File: config.mk
export PLATFORM = sky130hd
export DESIGN_NAME = adc_sequence_and_result_control
export DESIGN_NICKNAME = d
export VERILOG_FILES = /design/src/adc_sequence_and_result_control.v
export VERILOG_INCLUDE_DIRS = /design/src
export SDC_FILE = /design/constraint.sdc
export NUM_CORES = 1
export LEC_CHECK = 0
export BUFFER_PORTS_ARGS = -buffer_cell sky130_fd_sc_hd__buf_2
export CORE_ASPECT_RATIO = 1.25
export CORE_MARGIN = 2
export CORE_UTILIZATION = 50
export CTS_BUF_LIST = sky130_fd_sc_hd__clkbuf_4 sky130_fd_sc_hd__clkbuf_8
export CTS_CLUSTER_SIZE = 12
export DETAILED_ROUTE_END_ITERATION = 6
export PLACE_DENSITY = 0.8
export SYNTH_ARGS = -nofsm -noshare
export SYNTH_HDL_FRONTEND = slang
export SYNTH_SLANG_ARGS = --single-unit
File: constraint.sdc
create_clock -name ref_clk -period 3.6 [get_ports ref_clk]
set_input_delay 0.18 -clock ref_clk [delete_from_list [all_inputs] [get_ports ref_clk]]
set_output_delay 0.18 -clock ref_clk [all_outputs]
set_load 0.03 [all_outputs]
File: src/adc_seq_defines.vh
`ifndef ADC_SEQ_DEFINES_VH
`define ADC_SEQ_DEFINES_VH
// Mode register 0 bit positions
`define MODE0_START_BIT 0
`define MODE0_SCAN_BIT 1
`define MODE0_REPEAT_BIT 2
// Mode register 1 channel select field
`define MODE1_CH_MSB 2
`define MODE1_CH_LSB 0
// Conversion time in converter clock states, and cycles per state
`define CONV_STATES 84
`define CYCLES_PER_STATE 1
`define CONV_CYCLES (`CONV_STATES * `CYCLES_PER_STATE)
`define CONV_CNT_W 7
// Reset values
`define CHANNEL_RESET 3'h0
`define RESULT_RESET 10'h000
// Repeat interrupt interval count
`define IRQ_EVERY_FOURTH 2'h3
`endif

File: src/adc_sequence_and_result_control.v
// Contract
// - Repeat/scan bits pick single/repeat and fixed/sweep; single modes interrupt at completion.
// - Repeated sweep: each sweep end sets end flag, interrupts, busy stays one.
// - Clearing repeat bit: finish current conversion (fixed) or current sweep (sweep), then stop and clear busy.
// - Halt (light idle without keep, deep idle, stop) aborts conversion at once.
// - After halt, a repeat mode restarts its sequence from the first step.
// - After halt, a single mode stays stopped.
// - Each channel conversion takes 84 converter clock states.
// - Result pairs are read-only; software writes never change them.
// - Repeated fixed mode writes results to pairs 0,1,2,3 then wraps.
// - Other modes store result in pair given by channel modulo four.
// - Stored flag of a pair sets when a new result is written there.
// - Reading either register of a pair clears its stored flag.
// - Reading any result clears the conversion end flag.
// - Repeated fixed mode: interval bit picks irq every conversion or every fourth.
// - Channel field picks fixed input, or sweep from input 0 or 4.
// - Start by start bit or trigger falling edge when enabled; busy set; edges ignored.
// - Upper register holds result bits 9..2; lower holds bits 1..0 in 7..6.
`default_nettype none
`include "adc_seq_defines.vh"
module adc_sequence_and_result_control (
  input wire ref_clk,
  input wire rst,
  input wire modeReg0Write,
  input wire [7:0] modeReg0WrData,
  input wire modeReg1Write,
  input wire [7:0] modeReg1WrData,
  input wire repeatIrqInterval,
  input wire externalTriggerEnable,
  input wire externalTriggerPin,
  input wire lightIdle,
  input wire lightIdleKeepConverting,
  input wire deepIdle,
  input wire stopMode,
  input wire [9:0] comparatorResult,
  input wire [3:0] resultReadUpper,
  input wire [3:0] resultReadLower,
  output reg [2:0] analogInputSelect,
  output reg sampleStrobe,
  output reg conversionEndFlag,
  output reg converterBusyFlag,
  output reg conversionDoneIrq,
  output wire scanSelect,
  output wire repeatSelect,
  output wire [2:0] channelSelectField,
  output wire [31:0] resultUpperRegs,
  output wire [31:0] resultLowerRegs
);

  // ****************************************
  // Mode registers and trigger synchroniser
  // ****************************************
  reg scan_q;
  reg repeat_q;
  reg [2:0] chan_q;
  reg trigMeta_q;
  reg trigSync_q;
  reg trigPrev_q;
  wire startWrite;
  wire trigFall;
  wire halted;

  assign scanSelect = scan_q;
  assign repeatSelect = repeat_q;
  assign channelSelectField = chan_q;
  // Start bit is write-only; it reads back as zero
  assign startWrite = modeReg0Write & modeReg0WrData[`MODE0_START_BIT];
  assign trigFall = trigPrev_q & ~trigSync_q;
  assign halted = (lightIdle & ~lightIdleKeepConverting) | deepIdle | stopMode;

  // Pin idles high, so the synchroniser resets high to avoid a false edge
  always @(posedge ref_clk)
  begin
    if (rst)
    begin
      trigMeta_q <= 1'h1;
      trigSync_q <= 1'h1;
      trigPrev_q <= 1'h1;
    end
    else
    begin
      trigMeta_q <= externalTriggerPin;
      trigSync_q <= trigMeta_q;
      trigPrev_q <= trigSync_q;
    end
  end

  always @(posedge ref_clk)
  begin
    if (rst)
    begin
      scan_q <= 1'h0;
      repeat_q <= 1'h0;
      chan_q <= `CHANNEL_RESET;
    end
    else
    begin
      if (modeReg0Write)
      begin
        scan_q <= modeReg0WrData[`MODE0_SCAN_BIT];
        repeat_q <= modeReg0WrData[`MODE0_REPEAT_BIT];
      end
      if (modeReg1Write)
        chan_q <= modeReg1WrData[`MODE1_CH_MSB:`MODE1_CH_LSB];
    end
  end

  // ****************************************
  // Conversion sequencer
  // ****************************************
  localparam IDLE = 2'b00;
  localparam CONVERT = 2'b01;
  localparam HALTED = 2'b10;

  reg [1:0] state_q;
  reg [`CONV_CNT_W-1:0] cnt_q;
  reg [1:0] seqPtr_q;
  reg [1:0] irqCnt_q;
  reg runRepeat_q;
  reg runScan_q;
  wire convDone;
  wire lastStep;
  wire [1:0] pairSel;
  wire [1:0] sweepEnd;
  wire [`CONV_CNT_W-1:0] lastCount;
  wire startNow;
  wire startScan;
  wire startRepeat;
  wire resultWrite;
  localparam [31:0] LAST_COUNT_FULL = `CONV_CYCLES - 1;

  // First input of a run: the group base in sweep mode, else the field itself
  function [2:0] firstChannel;
    input scanMode;
    input [2:0] field;
    begin
      if (scanMode)
        firstChannel = {field[2], 2'h0};
      else
        firstChannel = field;
    end
  endfunction

  // A trigger run takes its mode from the registers, a start write from its own data
  assign startNow = startWrite | ((state_q == IDLE) & externalTriggerEnable & trigFall);
  assign startScan = startWrite ? modeReg0WrData[`MODE0_SCAN_BIT] : scan_q;
  assign startRepeat = startWrite ? modeReg0WrData[`MODE0_REPEAT_BIT] : repeat_q;
  assign lastCount = LAST_COUNT_FULL[`CONV_CNT_W-1:0];
  // A halt or a restart in the completing cycle discards the result
  assign resultWrite = convDone & ~halted & ~startWrite;
  // Sweep covers input group base up to the selected input
  assign sweepEnd = chan_q[1:0];
  assign convDone = (state_q == CONVERT) && (cnt_q == lastCount);
  assign lastStep = ~runScan_q | (seqPtr_q == sweepEnd);
  assign pairSel = (runRepeat_q & ~runScan_q) ? seqPtr_q : analogInputSelect[1:0];

  always @(posedge ref_clk)
  begin
    if (rst)
    begin
      state_q <= IDLE;
      cnt_q <= {`CONV_CNT_W{1'b0}};
      seqPtr_q <= 2'h0;
      irqCnt_q <= 2'h0;
      runRepeat_q <= 1'b0;
      runScan_q <= 1'b0;
      analogInputSelect <= 3'h0;
      sampleStrobe <= 1'b0;
      converterBusyFlag <= 1'b0;
      conversionDoneIrq <= 1'b0;
    end
    else
    begin
      sampleStrobe <= 1'b0;
      conversionDoneIrq <= 1'b0;
      case (state_q)
        IDLE, CONVERT:
        begin
          if (halted)
          begin
            // Abort at once; only a repeat run resumes after the halt
            converterBusyFlag <= 1'b0;
            cnt_q <= {`CONV_CNT_W{1'b0}};
            if (converterBusyFlag & runRepeat_q & repeat_q)
              state_q <= HALTED;
            else
              state_q <= IDLE;
          end
          else if (startNow)
          begin
            // Start bit restarts even mid-conversion; trigger only when idle
            state_q <= CONVERT;
            converterBusyFlag <= 1'b1;
            cnt_q <= {`CONV_CNT_W{1'b0}};
            seqPtr_q <= 2'h0;
            irqCnt_q <= 2'h0;
            runRepeat_q <= startRepeat;
            runScan_q <= startScan;
            analogInputSelect <= firstChannel(startScan, chan_q);
            sampleStrobe <= 1'b1;
          end
          else if (convDone)
          begin
            cnt_q <= {`CONV_CNT_W{1'b0}};
            seqPtr_q <= lastStep & runScan_q ? 2'h0 : seqPtr_q + 2'h1;
            if (runScan_q)
              analogInputSelect <= lastStep ? {chan_q[2], 2'b00}
                : analogInputSelect + 3'h1;
            if (~repeat_q & lastStep)
            begin
              // Single run done, or repeat cancelled: stop after this one
              state_q <= IDLE;
              converterBusyFlag <= 1'b0;
              conversionDoneIrq <= 1'b1;
            end
            else if (~repeat_q)
              sampleStrobe <= 1'b1;
            else
            begin
              sampleStrobe <= 1'b1;
              if (runScan_q)
                conversionDoneIrq <= lastStep;
              else
              begin
                irqCnt_q <= irqCnt_q + 2'h1;
                conversionDoneIrq <= ~repeatIrqInterval
                  | (irqCnt_q == `IRQ_EVERY_FOURTH);
              end
            end
          end
          else if (state_q == CONVERT)
            cnt_q <= cnt_q + {{(`CONV_CNT_W-1){1'b0}}, 1'b1};
        end
        HALTED:
        begin
          if (~halted)
          begin
            state_q <= CONVERT;
            converterBusyFlag <= 1'b1;
            seqPtr_q <= 2'h0;
            irqCnt_q <= 2'h0;
            analogInputSelect <= firstChannel(runScan_q, chan_q);
            sampleStrobe <= 1'b1;
          end
        end
        default:
          state_q <= IDLE;
      endcase
    end
  end

  // ****************************************
  // Result pairs, stored flags, end flag
  // ****************************************
  wire anyRead;
  wire endSet;

  assign anyRead = |(resultReadUpper | resultReadLower);
  // End flag sets at every completion the sequencer reports
  assign endSet = resultWrite & (lastStep | repeat_q & ~runScan_q);

  genvar g;
  generate
    for (g = 0; g < 4; g = g + 1)
    begin : pairs
      reg [9:0] result_q;
      reg stored_q;
      wire wr;
      assign wr = resultWrite & (pairSel == g);
      // No software write path exists into the result pairs
      always @(posedge ref_clk)
      begin
        if (rst)
        begin
          result_q <= `RESULT_RESET;
          stored_q <= 1'h0;
        end
        else
        begin
          if (wr)
            result_q <= comparatorResult;
          if (wr)
            stored_q <= 1'h1;
          else if (resultReadUpper[g] | resultReadLower[g])
            stored_q <= 1'h0;
        end
      end
      assign resultUpperRegs[8*g+7:8*g] = result_q[9:2];
      assign resultLowerRegs[8*g+7:8*g] = {result_q[1:0], 5'h00, stored_q};
    end
  endgenerate

  // ****************************************
  // Conversion end flag
  // ****************************************

  always @(posedge ref_clk)
  begin
    if (rst)
      conversionEndFlag <= 1'b0;
    else if (endSet)
      conversionEndFlag <= 1'b1;
    else if (anyRead)
      conversionEndFlag <= 1'b0;
  end

endmodule
`default_nettype wire

==> run metrics, run 1 <==
global route overflow 0; fmax 431 MHz; Area contributors post-synth dfxtp_1, mux2i_1, nor2_1; DRT iter0 DRCs 66; Global Route Usage Sum 0.199; root buf cell clkbuf_8; Final Critical Period 2.32 ns; Power Total 1.64 mW; status finished, final reports clean; clk sink count 74; IO Count 121; RSZ-0062 raised after global routing no; H-tree Lvls 3; row count 33; CTS tree done; period utilization 0.644; hpwl dp 5280 µm; initial antenna violation count 0; flops & latches, synth 74; Final Max Tran Viols 0; Yosys Warn Count 0; ant diodes 0; Hold Crit Class primary input to flip-flop; CTS buffer count 9; Core Box Area 6570 µm²; Setup crit end kind flip-flop; Max-Cap Viols 0; Residual DRC 0; largest net degree at the start of global routing 39; final antenna-violating net count 0; Mean Syn Cell Area 9.67 µm²; slew margin rel. 0.549; critical path class flip-flop to flip-flop; final WL 7270 µm; Die Span X 77.5 µm; clock buffer depth 2; final hold vios 0; first-pass GRT wire length 11800 µm; # nets final 481; vias 2735; vias in the first global route 2549; Syn-to-layout area delta 17.5%; total negative slack 0 ns; clk_skew 0.00817 ns; layout cell share with drive strength beyond 1 0.285; Syn Inst Count 349; crit path buf inv count 0; Initial Utilization 0.514; asr flop ratio synth 0; Leak Pwr 1.86 nW; DR vias/cell 5.21; number of flops mapped to enable cells by yosys 0; Critical Path Max Stage Delay 0.59 ns; Post-CTS Resized 0; Worst setup SP type flip-flop; delay-heaviest family, CP simple AND/OR/NAND/NOR gates; die area 7430 µm²; GPL Wtd Cong 0.808; power per cell area 414 nW/µm²; WP data required 3.82 ns; Critical Path AT 2.54 ns; sequential share of the synthesized area 0.439; slowest CP cell dfxtp_1; share of the synthesized area in the top cell type 0.439; VDD IR max 0.422 mV; Top FF cell, synth dfxtp_1; drt wl/cell 13.8 µm; Initial DRT Pass Iterations 4; post-CTS setup buffers 0; largest area contributor in the netlist dfxtp_1; synth unique cells 53; final core occ 0.604; final setup vio count 0; IO Port Bufs 90; Clock Pin Slew Worst Setup and Hold Paths 0.08 ns; Least-Margin Pin Slew 0.677 ns; clk_lat worst skew 0.34 ns; crit path cell chain and4bb_1, and2_1, nand4b_2, mux2i_1, nor2_1; crit path max fanout 13; die height 95.9 µm; Syn Std Cell Area 3370 µm²; # hold bufs at CTS 0
==> cells in the final DEF (no fill, tap or decap), types with 2 or more instances in the layout <==
cell type   n
inv_6       3
nor4_1      2
inv_1       2
nand4b_2    2
a311oi_1    2
buf_2      90
nand4bb_1   2
nor3_1      4
nor2_1     73
ha_1        3
clkbuf_8    9
nand4b_1    2
o2111ai_1   3
nand4_1     4
a31oi_1     2
mux2i_1    50
conb_1     20
o21bai_1    2
a21oi_1    12
a211oi_1    6
buf_4       4
o21ai_0     7
nand3b_1    2
or2_2       3
and2_1      3
nor4_4      2
nand3_1     3
dfxtp_1    74
nand2b_1    3
nand2_1    12
xor2_1      5
==> logic make-up after synthesis <==
kind of cell / Yosys count / synth area share
simple gates: 129 / 0.209
flops: 74 / 0.439
mux: 52 / 0.159
compound gates: 43 / 0.0831
buf+inv: 42 / 0.0845
xor+xnor: 5 / 0.0130
fa+ha+maj: 3 / 0.0111
other cells: 1 / 0.00111
==> state kept, by name, indices dropped and copies added, names as in the netlist, 2 cells and up <==
name and flops:
analogInputSelect 3, pairs.stored_q 4, seqPtr_q 2, state_q 2, cnt_q 7, channelSelectField 3
pairs.result_q 40, irqCnt_q 2
==> stage by stage <==
stage                     hold WS (ns)  area [µm²]  std cells  setup WS [ns]
after detailed placement         0.367        3760        509           1.29
after global placement           0.367        3760        509           1.36
after floorplan                  0.284        3450        368           1.83
after global routing           0.00813        3970        525           1.08
after CTS                     0.000709        3970        525           1.29
final                           0.0148        3970        525           1.28
==> path summary, 6_finish.rpt <==
| path | to | slack, ns | depth (start not counted) | start |
|---|---|---|---|---|
| worst max-delay path | pairs[2].result_q[1] | 1.28 | 5 | state_q[0] |
| worst min-delay path | trigMeta_q | 0.01 | 2 | externalTriggerPin |
| worst max register to register | pairs[2].result_q[1] | 1.28 | 5 | state_q[0] |
| worst min register to register | trigSync_q | 0.43 | 1 | trigMeta_q |
==> power breakdown <==
part | internal, mW | switching [mW]
logic | 0.0393 | 0.0919
clock network | 0.333 | 0.341
registers | 0.826 | 0.00995
total | 1.20 | 0.443
==> cell usage after synthesis, drive strengths merged (2+ instances only) <==
cell type,count
dfxtp,74
nor2,73
mux2i,51
buf,30
nand2,13
a21oi,12
clkbuf,10
o21ai,8
a211oi,6
xor2,5
nand2b,4
nand3,4
nand4,4
nand4b,4
nor3,4
nor4,4
and2,3
ha,3
o2111ai,3
or2,3
a311oi,2
a31oi,2
and4bb,2
inv,2
nand3b,2
nand4bb,2
nor3b,2
o21bai,2
==> per-layer routing <==
metal / part of all wire / wire length, µm / global-route usage / vias to the layer above
met5: 0 / 0 / 0 / -
met1: 0.42 / 3030 / 0.229 / 1293
met2: 0.51 / 3680 / 0.348 / 88
met4: 0.013 / 96 / 0.0744 / 0
li1: - / - / - / 1342
met3: 0.063 / 460 / 0.0647 / 12
==> area by class of cell <==
cell class	instances	area, µm²
clock buffers	9	124
repair buffers	94	480
clock inverters	7	83.8
well taps	87	109
flip-flops and latches	74	1480
fillers	569	2600
inverters	2	7.51
multi-input cells	252	1680
Power figures use the tool's default switching activity.
==> run 2, diff against run 1 <==
Settings changed: ABC_AREA set to 1, CORE_UTILIZATION 50 to 47, PLACE_DENSITY 0.8 to 0.78.
Clock period 3.6 ns to 2.1 ns, I/O delays scaled along.
==> run 2 against run 1 <==
  * Combinational power increased by 100%
  * Hold slack worse by 0.0081 ns
  * Non-clock buffer count increased by 2
  * First-iteration DRC count rose to 2.9 times the previous value
  * Maximum frequency grew 25%
  * Area after synthesis increased by 9.3%
  * Critical path depth up 5
  * Die area grew 16%
  * Sequential cell count unchanged
==> run metrics, run 2 <==
Register Area 1480 µm²; WP data required 2.38 ns; Residual DRC 0; r2r worst-path depth 10; IO Port Bufs 90; Worst setup SP type flip-flop; synth cell count leaders nand2_1, inv_1, dfxtp_1; simple-gate share of the synthesized area 0.291; IO Count 121; Area contributors post-synth dfxtp_1, nand2_1, inv_1; VDD IR max 0.407 mV; # nets final 675; final antenna-violating net count 0; largest net degree at the start of global routing 41; vias 3483; Die Span X 83.3 µm; GPL Wtd Cong 0.978; setup slack, reg-to-reg 0.25 ns; Hold Path Depth 3; adder-cell share of the synthesized area 0.0102; final hold vios 0; cell with the most instances after synthesis nand2_1; hold_sp modeReg0WrData[1]; synth unique cells 34; reg2reg end pairs[0].result_q[2]; commonest non-fill, non-tap cell in the layout nand2_1; Top FF cell, synth dfxtp_1; clock buffer depth 2; final WL 8810 µm; Setup crit end kind flip-flop; Least-Margin Pin Slew 0.510 ns; RSZ-0062 raised after global routing no; Critical Path Max Stage Delay 0.33 ns; vias in the first global route 3239; Global Route Usage Sum 0.207; sequential share of the synthesized area 0.401; CTS tree done; slowest CP cell dfxtp_1; Most flops, register pairs.result_q; Clock Pin Slew Worst Setup and Hold Paths 0.08 ns; drt wl/cell 12.1 µm; flops & latches, synth 74; DRT iter0 DRCs 191; DR vias/cell 4.80; power per cell area 625 nW/µm²; Core Box Area 7700 µm²; Post-Synth XOR/XNOR Area 0.00475; Mean Syn Cell Area 6.86 µm²; Yosys Warn Count 0; first-pass GRT wire length 14300 µm; H-tree Lvls 3; post-CTS setup buffers 0; ant diodes 0; largest registers pairs.result_q x40, cnt_q x7, pairs.stored_q x4; status finished, final reports clean; footprint of the multi-input gates 1610 µm²; CTS buffer count 9; clk sink count 74; Compound-Gate Fraction of Synth Area 0.109; most frequent cells in the layout nand2_1, inv_1, buf_2, dfxtp_1, a21oi_1; mux cell area share after synthesis 0; crit path max fanout 12; Initial Utilization 0.479; Initial DRT Pass Iterations 4; layout cell share with drive strength beyond 1 0.216; period utilization 0.882; Critical R2R Launch cnt_q[0]; Max-Cap Viols 0; critical path class flip-flop to flip-flop; Leak Pwr 2.39 nW; slew margin rel. 0.656; final instance area 4250 µm²; Syn Std Cell Area 3690 µm²; crit path cell chain ha_1, nand2_1, inv_1, nand2_2, nor2_8, nand2_4, nor2_4, nand2_2, clkinv_1, a21oi_1; CP dominant cell by count nand2_2; # hold bufs at CTS 3; final setup vio count 0; max FFs per register 40; Hold Path Sink scanSelect; clk_skew 0.00900 ns; asr flop ratio synth 0; row count 36; Critical Path AT 2.13 ns; die area 8580 µm²; Final Critical Period 1.85 ns; number of flops mapped to enable cells by yosys 0; Syn Inst Count 538; Syn-to-layout area delta 15.2%; largest area contributor in the netlist dfxtp_1; Post-CTS Resized 0; global route overflow 0; filler cell count 757; clk_lat worst skew 0.36 ns; total negative slack 0 ns; die height 103 µm; root buf cell clkbuf_8; hpwl dp 6520 µm; Placement Cell Area 4060 µm²; largest family of logic cells by synthesized area simple AND/OR/NAND/NOR gates; Final Max Tran Viols 0; Power Total 2.66 mW; initial antenna violation count 0; fmax 540 MHz; share of the synthesized area in the top cell type 0.401; Hold Crit Class primary input to flip-flop
## run 2: cell type report
class | instances | share of cell area
tap | 95 | 0.0280
multi-input combinational | 346 | 0.378
timing repair buffer | 96 | 0.118
clock buffer | 12 | 0.0345
sequential | 74 | 0.349
clock inverter | 3 | 0.00412
inverter | 100 | 0.0883
## run 2: worst max path at each step
stage | startpoint | to | slack, ns
3_3_place_gp | cnt_q[0] | pairs[0].result_q[5] | 0.35
6_report | cnt_q[0] | pairs[0].result_q[2] | 0.25
4_1_cts | cnt_q[0] | pairs[0].result_q[0] | 0.25
3_5_place_dp | cnt_q[0] | pairs[0].result_q[2] | 0.28
2_1_floorplan | cnt_q[0] | pairs[3].result_q[9] | 0.61
5_1_grt | cnt_q[0] | pairs[0].result_q[3] | 0.07
## run 2: report_power, final
| group | internal (mW) | switching [mW] | leakage [nW] |
|---|---|---|---|
| combinational | 0.0720 | 0.190 | 1.70 |
| sequential | 1.42 | 0.0135 | 0.598 |
| clock | 0.458 | 0.506 | 0.0865 |
| total | 1.95 | 0.709 | 2.39 |
## run 2: metal layers
| metal | up-vias | track usage | wire length [µm] |
|---|---|---|---|
| met1 | 1574 | 0.230 | 3620 |
| met5 | - | 0 | 0 |
| met4 | 0 | 0.107 | 199 |
| li1 | 1780 | - | - |
| met3 | 20 | 0.0560 | 599 |
| met2 | 109 | 0.368 | 4390 |
## run 2: logic make-up after synthesis
logic type / count (synthesis)
other: 1
xor gates and xnor gates: 2
adders and majority gates: 3
AOI/OAI and AO/OA: 77
buffers and inverters: 137
and+or+nand+nor: 244
DFF: 74
## run 2: critical path, delay by kind of cell, from the launching register on
family | cells | cell delay, ns
buf+inv | 2 | 0.37
compound gates | 1 | 0.24
fa+ha+maj | 1 | 0.26
simple gates | 6 | 0.56
flops | 1 | 0.33
## run 2: stage by stage
stage	hold WS, ns	util	std cells	setup slack (ns)
after detailed placement	0.297	0.526	708	0.275
after global placement	0.299	0.526	708	0.348
after floorplan	0.195	-	557	0.611
after CTS	0.000815	0.552	726	0.245
after global routing	0.0207	0.552	726	0.0709
final	0.00665	0.552	726	0.249
